<file path="config.mk">
export PLATFORM = sky130hd
export DESIGN_NAME = hoi_host_port
export DESIGN_NICKNAME = d
export VERILOG_FILES = /design/src/core/hoi_pkg.sv /design/src/core/hoi_host_port.sv
export SDC_FILE = /design/constraint.sdc
export NUM_CORES = 1
export LEC_CHECK = 0
export ABC_AREA = 1
export BUFFER_PORTS_ARGS = -buffer_cell sky130_fd_sc_hd__buf_2
export CAP_MARGIN = 5
export CORE_MARGIN = 2
export CORE_UTILIZATION = 30
export DETAILED_ROUTE_END_ITERATION = 8
export PLACE_DENSITY = 0.44
export SLEW_MARGIN = 30
export SYNTH_ARGS = -nofsm -noshare
export SYNTH_HDL_FRONTEND = slang
export SYNTH_SLANG_ARGS = --single-unit
</file>
<file path="constraint.sdc">
create_clock -name i_clk -period 3.7 [get_ports i_clk]
set_input_delay 0.37 -clock i_clk [delete_from_list [all_inputs] [get_ports i_clk]]
set_output_delay 0.37 -clock i_clk [all_outputs]
set_load 0.05 [all_outputs]
</file>
<file path="src/core/hoi_pkg.sv">
// constants shared by the host order and reply interface
package hoi_pkg;
    // widths and depths
    localparam int ORDER_W = 24;
    localparam int BYTE_W = 8;
    localparam int BYTES_PER_ORDER = 3;
    localparam int ORDER_DEPTH = 8;
    localparam int REPLY_W = 16;
    localparam int REPLY_DEPTH = 16;
    localparam int REPLY_AW = 4;
    localparam int FAIL_N = 4;
    localparam int REG_AW = 4;
    localparam int REG_DW = 8;

    // host command port map
    localparam logic [3:0] OFS_MODE = 4'h0;
    localparam logic [3:0] OFS_FAIL = 4'h4;
    localparam logic [3:0] OFS_STATUS = 4'h8;

    // mode register fields
    localparam int MODE_MASTER_A = 0;
    localparam int MODE_MASTER_B = 1;
    localparam int MODE_LOCKOUT = 2;
    localparam int MODE_ANS_ACCESS = 3;
    localparam int MODE_DIVORCE = 4;
    localparam logic [4:0] MODE_RESET = 5'h00;

    // failure register fields
    localparam int FAIL_CPU0 = 0;
    localparam int FAIL_CPU1 = 1;
    localparam int FAIL_STORE = 2;
    localparam int FAIL_CORE = 3;
    localparam logic [3:0] FAIL_RESET = 4'h0;

    // status register fields
    localparam int STAT_EMPTY = 0;
    localparam int STAT_FULL = 1;
    localparam int STAT_ACCESS = 2;
    localparam int STAT_MASTER_MISMATCH = 3;
    localparam int STAT_COUNT_LSB = 4;

    // order byte sequencer
    typedef enum logic [1:0]
    {
        HOI_BYTE_0 = 2'b00,
        HOI_BYTE_1 = 2'b01,
        HOI_BYTE_2 = 2'b10
    } hoi_byte_sel_t;
endpackage

</file>
<file path="src/core/hoi_host_port.sv">
// host order queue, reply store and mode/failure flip-flops of one controller
//
// The address-and-strobe port and the register addresses were chosen for this implementation.
`timescale 1ns/1ns
`default_nettype none

// Behaviour
// - host sets and reads five mode flip-flops
// - duplicated master; peripheral access needs both set
// - hardcore can set or clear master
// - lockout blocks hardcore master changes only
// - answer bus driven only with access set
// - divorce blocks order queue loading
// - host enables become queue write strobe
// - four failure flags, host readable
// - host or hardcore clears any failure flag
// - one fault flag per controller processor
// - reply store fault sets store flag
// - core comparator mismatch sets core flag
// - orders leave in arrival order
// - 24-bit orders in, 8-bit bytes out
// - hardcore writes 16-bit replies into store
// - host enable and address read replies
// - answer carries data, ok, parity, check bits
// - ok flag only for correct valid answer
// - drive out-of-service lamp output
// - parity bit set on even ones count
// - check bit pulsed on identify answers
module hoi_host_port
#(
    parameter int ORDER_DEPTH = hoi_pkg::ORDER_DEPTH,
    parameter int REPLY_DEPTH = hoi_pkg::REPLY_DEPTH
)
(
    input wire logic i_clk,
    input wire logic i_sys_rst,
    // host command port
    input wire logic [hoi_pkg::REG_AW-1:0] i_reg_addr,
    input wire logic [hoi_pkg::REG_DW-1:0] i_reg_wdata,
    input wire logic i_reg_wr,
    input wire logic i_reg_rd,
    output logic [hoi_pkg::REG_DW-1:0] o_reg_rdata,
    // order address bus
    input wire logic [hoi_pkg::ORDER_W-1:0] i_order_data,
    input wire logic i_order_en_a,
    input wire logic i_order_en_b,
    // hardcore order unload
    input wire logic i_hc_order_rd,
    output logic [hoi_pkg::BYTE_W-1:0] o_hc_order_byte,
    output logic o_hc_order_valid,
    output logic o_order_empty,
    // hardcore mode and fault control
    input wire logic i_hc_master_set,
    input wire logic i_hc_master_clr,
    input wire logic [hoi_pkg::FAIL_N-1:0] i_hc_fail_clr,
    input wire logic [1:0] i_cpu_fault,
    input wire logic i_store_fault,
    input wire logic i_core_mismatch,
    // hardcore reply load
    input wire logic i_hc_reply_wr,
    input wire logic [hoi_pkg::REPLY_AW-1:0] i_hc_reply_addr,
    input wire logic [hoi_pkg::REPLY_W-1:0] i_hc_reply_data,
    // answer return bus
    input wire logic i_ans_rd,
    input wire logic i_ans_ident,
    input wire logic [hoi_pkg::REPLY_AW-1:0] i_ans_addr,
    output logic [hoi_pkg::REPLY_W-1:0] o_ans_data,
    output logic o_ans_ok,
    output logic o_ans_parity,
    output logic o_ans_check,
    output logic o_ans_oe_n,
    // peripheral and panel
    output logic o_periph_access,
    output logic o_oos_lamp,
    output logic [hoi_pkg::FAIL_N-1:0] o_fail_scan
);
    import hoi_pkg::*;

    localparam int QAW = $clog2(ORDER_DEPTH);
    localparam int RAW = $clog2(REPLY_DEPTH);

    // ----------------------------------------------------------------
    // mode flip-flops
    // ----------------------------------------------------------------
    logic [4:0] mode;
    logic host_mode_wr;
    logic hc_master_ok;

    assign host_mode_wr = i_reg_wr && (i_reg_addr == OFS_MODE);
    assign hc_master_ok = !mode[MODE_LOCKOUT];

    // host write wins over a hardcore request in the same cycle
    always_ff @(posedge i_clk or posedge i_sys_rst)
    begin
        if (i_sys_rst)
        begin
            mode <= MODE_RESET;
        end
        else if (host_mode_wr)
        begin
            mode <= i_reg_wdata[4:0];
        end
        else if (hc_master_ok && i_hc_master_set)
        begin
            mode[MODE_MASTER_A] <= 1'b1;
            mode[MODE_MASTER_B] <= 1'b1;
        end
        else if (hc_master_ok && i_hc_master_clr)
        begin
            mode[MODE_MASTER_A] <= 1'b0;
            mode[MODE_MASTER_B] <= 1'b0;
        end
    end

    // a single stuck copy cannot grant access on its own
    always_ff @(posedge i_clk or posedge i_sys_rst)
    begin
        if (i_sys_rst)
        begin
            o_periph_access <= 1'b0;
            o_oos_lamp <= 1'b1;
        end
        else
        begin
            o_periph_access <= mode[MODE_MASTER_A] && mode[MODE_MASTER_B];
            o_oos_lamp <= !(mode[MODE_MASTER_A] && mode[MODE_MASTER_B]);
        end
    end

    AST_LOCKOUT_HOLDS_MASTER:
        assert property (@(posedge i_clk) disable iff (i_sys_rst)
            (mode[MODE_LOCKOUT] && !host_mode_wr)
            |=> $stable(mode[MODE_MASTER_B:MODE_MASTER_A]))
        else $error("master changed under lockout");

    AST_HC_MASTER_SET:
        assert property (@(posedge i_clk) disable iff (i_sys_rst)
            (!mode[MODE_LOCKOUT] && !host_mode_wr && i_hc_master_set)
            |=> ##1 o_periph_access && !o_oos_lamp)
        else $error("hardcore master set not effective");

    AST_ACCESS_NEEDS_BOTH:
        assert property (@(posedge i_clk) disable iff (i_sys_rst)
            o_periph_access |-> $past(mode[MODE_MASTER_A] && mode[MODE_MASTER_B]))
        else $error("peripheral access without both masters");

    // ----------------------------------------------------------------
    // failure flip-flops
    // ----------------------------------------------------------------
    logic [FAIL_N-1:0] fail;
    logic [FAIL_N-1:0] fail_set;
    logic [FAIL_N-1:0] fail_clr;

    assign fail_set[FAIL_CPU0] = i_cpu_fault[0];
    assign fail_set[FAIL_CPU1] = i_cpu_fault[1];
    assign fail_set[FAIL_CORE] = i_core_mismatch;
    assign fail_clr = i_hc_fail_clr
        | ((i_reg_wr && (i_reg_addr == OFS_FAIL)) ? i_reg_wdata[FAIL_N-1:0] : '0);

    generate
        for (genvar g = 0; g < FAIL_N; g++)
        begin : g_fail
            // a fault in the clear cycle is kept
            always_ff @(posedge i_clk or posedge i_sys_rst)
            begin
                if (i_sys_rst)
                begin
                    fail[g] <= FAIL_RESET[g];
                end
                else if (fail_set[g])
                begin
                    fail[g] <= 1'b1;
                end
                else if (fail_clr[g])
                begin
                    fail[g] <= 1'b0;
                end
            end
        end
    endgenerate

    always_ff @(posedge i_clk or posedge i_sys_rst)
    begin
        if (i_sys_rst)
        begin
            o_fail_scan <= FAIL_RESET;
        end
        else
        begin
            o_fail_scan <= fail;
        end
    end

    AST_FAIL_SET_WINS:
        assert property (@(posedge i_clk) disable iff (i_sys_rst)
            fail_set[FAIL_CORE] |=> ##1 o_fail_scan[FAIL_CORE])
        else $error("core mismatch not latched");

    AST_FAIL_CLEAR:
        assert property (@(posedge i_clk) disable iff (i_sys_rst)
            (i_hc_fail_clr[FAIL_CPU0] && !i_cpu_fault[0]) |=> !fail[FAIL_CPU0])
        else $error("hardcore clear ignored");

    // ----------------------------------------------------------------
    // order queue
    // ----------------------------------------------------------------
    logic [ORDER_W-1:0] queue_mem [ORDER_DEPTH];
    logic [QAW-1:0] wr_ptr;
    logic [QAW-1:0] rd_ptr;
    logic [QAW:0] q_count;
    logic q_full;
    logic q_empty;
    logic q_push;
    logic q_pop;
    logic byte_take;
    hoi_byte_sel_t byte_sel;
    hoi_byte_sel_t next_byte_sel;

    assign q_full = (q_count == (QAW+1)'(ORDER_DEPTH));
    assign q_empty = (q_count == '0);
    // both host enables needed; divorce and full inhibit the strobe
    assign q_push = i_order_en_a && i_order_en_b
        && !mode[MODE_DIVORCE] && !q_full;
    assign byte_take = i_hc_order_rd && !q_empty;
    assign q_pop = byte_take && (byte_sel == HOI_BYTE_2);

    always_ff @(posedge i_clk)
    begin
        if (q_push)
        begin
            queue_mem[wr_ptr] <= i_order_data;
        end
    end

    always_ff @(posedge i_clk or posedge i_sys_rst)
    begin
        if (i_sys_rst)
        begin
            wr_ptr <= '0;
            rd_ptr <= '0;
            q_count <= '0;
        end
        else
        begin
            if (q_push)
            begin
                wr_ptr <= (wr_ptr == QAW'(ORDER_DEPTH-1)) ? '0 : wr_ptr + 1'b1;
            end
            if (q_pop)
            begin
                rd_ptr <= (rd_ptr == QAW'(ORDER_DEPTH-1)) ? '0 : rd_ptr + 1'b1;
            end
            if (q_push && !q_pop)
            begin
                q_count <= q_count + 1'b1;
            end
            else if (q_pop && !q_push)
            begin
                q_count <= q_count - 1'b1;
            end
        end
    end

    always_comb
    begin
        next_byte_sel = byte_sel;
        if (byte_take)
        begin
            unique case (byte_sel)
                HOI_BYTE_0: next_byte_sel = HOI_BYTE_1;
                HOI_BYTE_1: next_byte_sel = HOI_BYTE_2;
                HOI_BYTE_2: next_byte_sel = HOI_BYTE_0;
                default: next_byte_sel = HOI_BYTE_0;
            endcase
        end
    end

    // low byte of each order leaves first
    always_ff @(posedge i_clk or posedge i_sys_rst)
    begin
        if (i_sys_rst)
        begin
            byte_sel <= HOI_BYTE_0;
            o_hc_order_byte <= '0;
            o_hc_order_valid <= 1'b0;
            o_order_empty <= 1'b1;
        end
        else
        begin
            byte_sel <= next_byte_sel;
            o_hc_order_valid <= byte_take;
            o_order_empty <= (q_count == '0 && !q_push)
                || (q_count == (QAW+1)'(1) && q_pop && !q_push);
            if (byte_take)
            begin
                o_hc_order_byte <= queue_mem[rd_ptr][byte_sel*BYTE_W +: BYTE_W];
            end
        end
    end

    AST_DIVORCE_NO_LOAD:
        assert property (@(posedge i_clk) disable iff (i_sys_rst)
            (mode[MODE_DIVORCE] && !q_pop) |=> (q_count <= $past(q_count)))
        else $error("queue loaded while divorced");

    AST_FULL_KEEPS_COUNT:
        assert property (@(posedge i_clk) disable iff (i_sys_rst)
            (q_full && !q_pop) |=> q_full && $stable(wr_ptr))
        else $error("full queue overwritten");

    AST_EMPTY_NO_BYTE:
        assert property (@(posedge i_clk) disable iff (i_sys_rst)
            (i_hc_order_rd && q_empty) |=> !o_hc_order_valid && $stable(o_hc_order_byte))
        else $error("byte delivered from empty queue");

    // a half-read order must still sit in the queue
    AST_THREE_BYTES_PER_POP:
        assert property (@(posedge i_clk) disable iff (i_sys_rst)
            (byte_sel != HOI_BYTE_0) |-> !q_empty)
        else $error("order popped before third byte");

    // ----------------------------------------------------------------
    // reply store and answer return bus
    // ----------------------------------------------------------------
    // each word keeps a stored parity so a corrupt cell shows on read
    logic [REPLY_W:0] reply_mem [REPLY_DEPTH];
    logic [REPLY_W:0] rd_word;
    logic rd_pending;
    logic rd_ident;
    logic rd_access;
    logic rd_bad;

    always_ff @(posedge i_clk)
    begin
        if (i_hc_reply_wr)
        begin
            reply_mem[i_hc_reply_addr[RAW-1:0]] <= {^i_hc_reply_data, i_hc_reply_data};
        end
        if (i_ans_rd)
        begin
            rd_word <= reply_mem[i_ans_addr[RAW-1:0]];
        end
    end

    always_ff @(posedge i_clk or posedge i_sys_rst)
    begin
        if (i_sys_rst)
        begin
            rd_pending <= 1'b0;
            rd_ident <= 1'b0;
            rd_access <= 1'b0;
        end
        else
        begin
            rd_pending <= i_ans_rd;
            rd_ident <= i_ans_rd && i_ans_ident;
            rd_access <= i_ans_rd && mode[MODE_ANS_ACCESS];
        end
    end

    // one stage added so every answer pin leaves a flip-flop
    assign rd_bad = rd_pending && (^rd_word);
    assign fail_set[FAIL_STORE] = i_store_fault || rd_bad;

    always_ff @(posedge i_clk or posedge i_sys_rst)
    begin
        if (i_sys_rst)
        begin
            o_ans_data <= '0;
            o_ans_ok <= 1'b0;
            o_ans_parity <= 1'b0;
            o_ans_check <= 1'b0;
            o_ans_oe_n <= 1'b1;
        end
        else if (rd_access)
        begin
            o_ans_oe_n <= 1'b0;
            o_ans_data <= rd_word[REPLY_W-1:0];
            o_ans_ok <= !(^rd_word) && !fail[FAIL_STORE];
            o_ans_parity <= ~^rd_word[REPLY_W-1:0];
            o_ans_check <= rd_ident;
        end
        else
        begin
            o_ans_oe_n <= 1'b1;
            o_ans_data <= '0;
            o_ans_ok <= 1'b0;
            o_ans_parity <= 1'b0;
            o_ans_check <= 1'b0;
        end
    end

    AST_BUS_NEEDS_ACCESS:
        assert property (@(posedge i_clk) disable iff (i_sys_rst)
            !o_ans_oe_n |-> $past(mode[MODE_ANS_ACCESS], 2) && $past(i_ans_rd, 2))
        else $error("answer bus driven without access");

    AST_PARITY_EVEN:
        assert property (@(posedge i_clk) disable iff (i_sys_rst)
            !o_ans_oe_n |-> (o_ans_parity == ~^o_ans_data))
        else $error("answer parity wrong");

    AST_OK_ONLY_DRIVEN:
        assert property (@(posedge i_clk) disable iff (i_sys_rst)
            o_ans_ok |-> !o_ans_oe_n)
        else $error("ok flag on idle bus");

    // ----------------------------------------------------------------
    // host command port
    // ----------------------------------------------------------------
    always_ff @(posedge i_clk or posedge i_sys_rst)
    begin
        if (i_sys_rst)
        begin
            o_reg_rdata <= '0;
        end
        else if (i_reg_rd)
        begin
            unique case (i_reg_addr)
                OFS_MODE: o_reg_rdata <= {3'h0, mode};
                OFS_FAIL: o_reg_rdata <= {4'h0, fail};
                OFS_STATUS: o_reg_rdata <= {
                    q_count[3:0],
                    mode[MODE_MASTER_A] ^ mode[MODE_MASTER_B],
                    o_periph_access,
                    q_full,
                    q_empty};
                default: o_reg_rdata <= '0;
            endcase
        end
        else
        begin
            o_reg_rdata <= '0;
        end
    end
endmodule

`default_nettype wire

</file>
==> parameters.txt <==
Parameter                              Value

Final layout
  Filler cells ... 7,172
  FF+latch area ... 16,200 sq um
  Net count of the finished layout ... 1,950
  Share of layout cells above drive strength 1 ... 0.147
  Most common cell after layout, fill and taps aside ... sky130_fd_sc_hd__edfxtp_1
  Diode insertion count for antenna repair ... 0
  Multi-input gate area ... 5040 sq um
  Area added between synthesis and finish ... 16.9%
  Commonest cells after routing, fill and taps aside ... sky130_fd_sc_hd__edfxtp_1, sky130_fd_sc_hd__nor2_1, sky130_fd_sc_hd__o21ai_0, sky130_fd_sc_hd__nand2_1, sky130_fd_sc_hd__inv_1
  Post-layout instance area ... 26,000 sq um

Global routing
  GRT Total Usage ... 0.147
  Maximum number of pins on one net before global-route repair ... 98
  Total grt overflow ... 0
  Vias in the first global route ... 13,400
  Number of antenna violations at the first check in global routing ... 9
  Wire length of the first global-routing pass ... 85,100 um

Placement
  Worst slack at placement ... 0.951 ns
  Port bufs ... 120
  Detailed Place HPWL ... 32,200 um
  Placer's final routability congestion estimate ... 0.733
  Total cell area at the placement stage ... 24,000 sq um

Power
  Pwr per Cell Area ... 620 nW/um^2
  Static leakage ... 9.67 nW
  IR drop worst, VDD ... 0.317 mV

Critical path
  Reg-to-reg endpoint ... queue_mem[3][15]
  Critical-path maximum fanout ... 10
  Required arrival time at the worst endpoint ... 4.01 ns
  Critical path launch point type ... register
  CP endpoint kind ... register
  Reg2reg path depth ... 8
  Origin of the critical flop-to-flop path ... q_count[0]
  Launch point of the worst path ... q_count[0]
  Data arrival time of the worst path ... 3.00 ns
  Worst Path Class, Setup ... reg -> reg
  Reg2reg setup slack ... 1.01 ns
  End of the critical path ... queue_mem[3][15]

STA
  F_max ... 372 MHz
  Final Hold Fails ... 0
  Final hold slack ... 0.0366 ns
  Fin crit period ... 2.69 ns
  Final Worst Setup Slack ... 1.01 ns
  Slew Limit Headroom ... 0.362
  Number of setup violations in the final report ... 0
  Final number of max-transition violations ... 0
  Fin Clk Skew ... 0.0213 ns
  RSZ-0062 raised after global routing ... false
  Setup TNS ... 0 ns
  Actual transition at the worst max-transition pin ... 0.955 ns
  Period Utilization, post-route ... 0.727

Synthesis
  Leading post-synthesis cells by cell area ... sky130_fd_sc_hd__edfxtp_1, sky130_fd_sc_hd__dfrtp_1, sky130_fd_sc_hd__o21ai_0
  Post-Synthesis Cells ... 1,704
  Sequential fraction of the synthesis area ... 0.727
  Mapped Area ... 22,200 sq um
  Number of nets in the synthesized netlist ... 1,793
  Top-area cell type share of the netlist area ... 0.650
  Post-synthesis sequential element count ... 549
  Mean area per synthesized cell ... 13.0 sq um
  Cell type with the highest aggregate area in the netlist ... sky130_fd_sc_hd__edfxtp_1
  Count of yosys warnings during synthesis ... 0
  Post-synthesis cell type count ... 37

CTS
  Later-pin clock latency in the skew report ... 0.63 ns
  TritonCTS clock tree ... yes
  PostCTS Resize Cnt ... 0
  Htree depth ... 2
  Number of buffers created by CTS ... 60
  Cell at the root of the clock tree ... sky130_fd_sc_hd__clkbuf_16
  Clock transition time at the flip-flop clock pins of the worst setup and hold paths ... 0.06 ns
  Clock net sink count ... 549
  Buffers from clock root to sink, at most ... 3

Route
  Detail Route Antenna Nets ... 0
  Vias/cell ... 4.68
  Via count ... 13,400
  DRC Markers ... 0
  Total length of routed wires ... 56,500 um
  Average routed wire per standard cell ... 19.7 um
  Number of iterations in the first detailed-routing pass ... 5
  Number of violations reported at the end of detailed-routing iteration 0 ... 866

Outcome
  Outcome ... completed

Floorplanning
  Floorplan core area ... 73,200 sq um
  DIE HEIGHT ... 276 um
  Area of the die ... 76,300 sq um
  Starting density of the core ... 0.304
  Die X-Extent ... 276 um
  Count of standard-cell rows ... 99
  Top Ports ... 124

Worst hold path
  Tightest Hold Check Type ... in -> reg
  Worst hold path startpoint ... i_order_data[15]

Run
  Max Cap Violations ... 0
## flip-flops by register name (all words and copies together) (netlist names), 2 cells and up
register,count
o_ans_data,16
mode,5
rd_ptr,3
q_count,4
o_reg_rdata,8
reply_mem,272
queue_mem,192
fail,4
wr_ptr,3
o_fail_scan,4
byte_sel,2
o_hc_order_byte,8
rd_word,17
## logic make-up (layout without fill, tap and decap cells)
group           Yosys count  after routing  share of synthesized area
flops                   549            549                      0.727
compound gates          405            405                      0.107
simple gates            403            403                     0.0716
buf+inv                 247            448                     0.0503
mux                      68             68                     0.0306
xor+xnor                 23             23                    0.00906
fa+ha+maj                 9              9                    0.00507
## power by group
group / switching (W) / internal (W) / total [W]
Combinational: 0.00225 / 0.000908 / 0.00316
Sequential: 0.000181 / 0.00715 / 0.00733
Clock: 0.00239 / 0.00323 / 0.00562
## synthesized netlist by cell type (all sizes together)
master and n:
nor3 5, clkbuf 37, xnor2 16, xor2 7
nand2 163, nand3 40, a31o 1, buf 51
nand3b 2, inv 158, o31ai 2, ha 9
clkinv 1, o21ai 206, o21a 1, dfrtp 65
o221ai 21, o211ai 99, or2 2, o22ai 2
dfstp 3, mux2i 68, nand4 1, edfxtp 481
nor2 190, a21oi 73
## per-stage QoR
stage | util | std cells | total power [W]
after detailed placement | 0.327 | 2739 | 0.0107
after global placement | 0.327 | 2739 | 0.0106
final | 0.355 | 2864 | 0.0161
after global routing | 0.355 | 2864 | 0.0169
after floorplan | - | 1704 | 0.00961
after CTS | 0.355 | 2863 | 0.0164
## cell type report
class | instances | area share
clock buffers | 83 | 0.0619
clock inverters | 23 | 0.00852
multi-input cells | 908 | 0.194
flip-flops and latches | 549 | 0.621
repair buffers | 183 | 0.0449
inverters | 159 | 0.0231
well taps | 959 | 0.0462
## critical path: stages (launching register included)
cell and delay, ns:
sky130_fd_sc_hd__dfrtp_1 0.45, sky130_fd_sc_hd__inv_1 0.10, sky130_fd_sc_hd__ha_1 0.20, sky130_fd_sc_hd__inv_1 0.09, sky130_fd_sc_hd__nor3_1 0.07, sky130_fd_sc_hd__nor2_2 0.26
sky130_fd_sc_hd__nand2_1 0.24, sky130_fd_sc_hd__nor2_2 0.64, sky130_fd_sc_hd__buf_4 0.33
## routing by layer
metal	up-vias	part of all wire	global-route usage
li1	6418	-	-
met1	6638	0.46	0.200
met2	242	0.48	0.245
met3	89	0.042	0.0249
met4	6	0.020	0.0383
met5	-	0.00071	0
## repair_timing
item / 4_1_cts / 5_1_grt
endpoints found under the hold margin: 89 / 0
hold buffers: 18 / 0
buffers inserted: 0 / 0
## worst min path at each step
stage / slack, ns / endpoint / depth (start not counted)
after detailed placement: 0.36 / o_fail_scan[2] / 0
after CTS: 0.0009 / o_hc_order_byte[2] / 4
after floorplan: 0.35 / o_fail_scan[0] / 0
after global placement: 0.36 / o_fail_scan[3] / 0
after global routing: 0.02 / queue_mem[1][0] / 1
final: 0.04 / queue_mem[5][15] / 1
No activity file was read; power rests on OpenSTA's default activity.
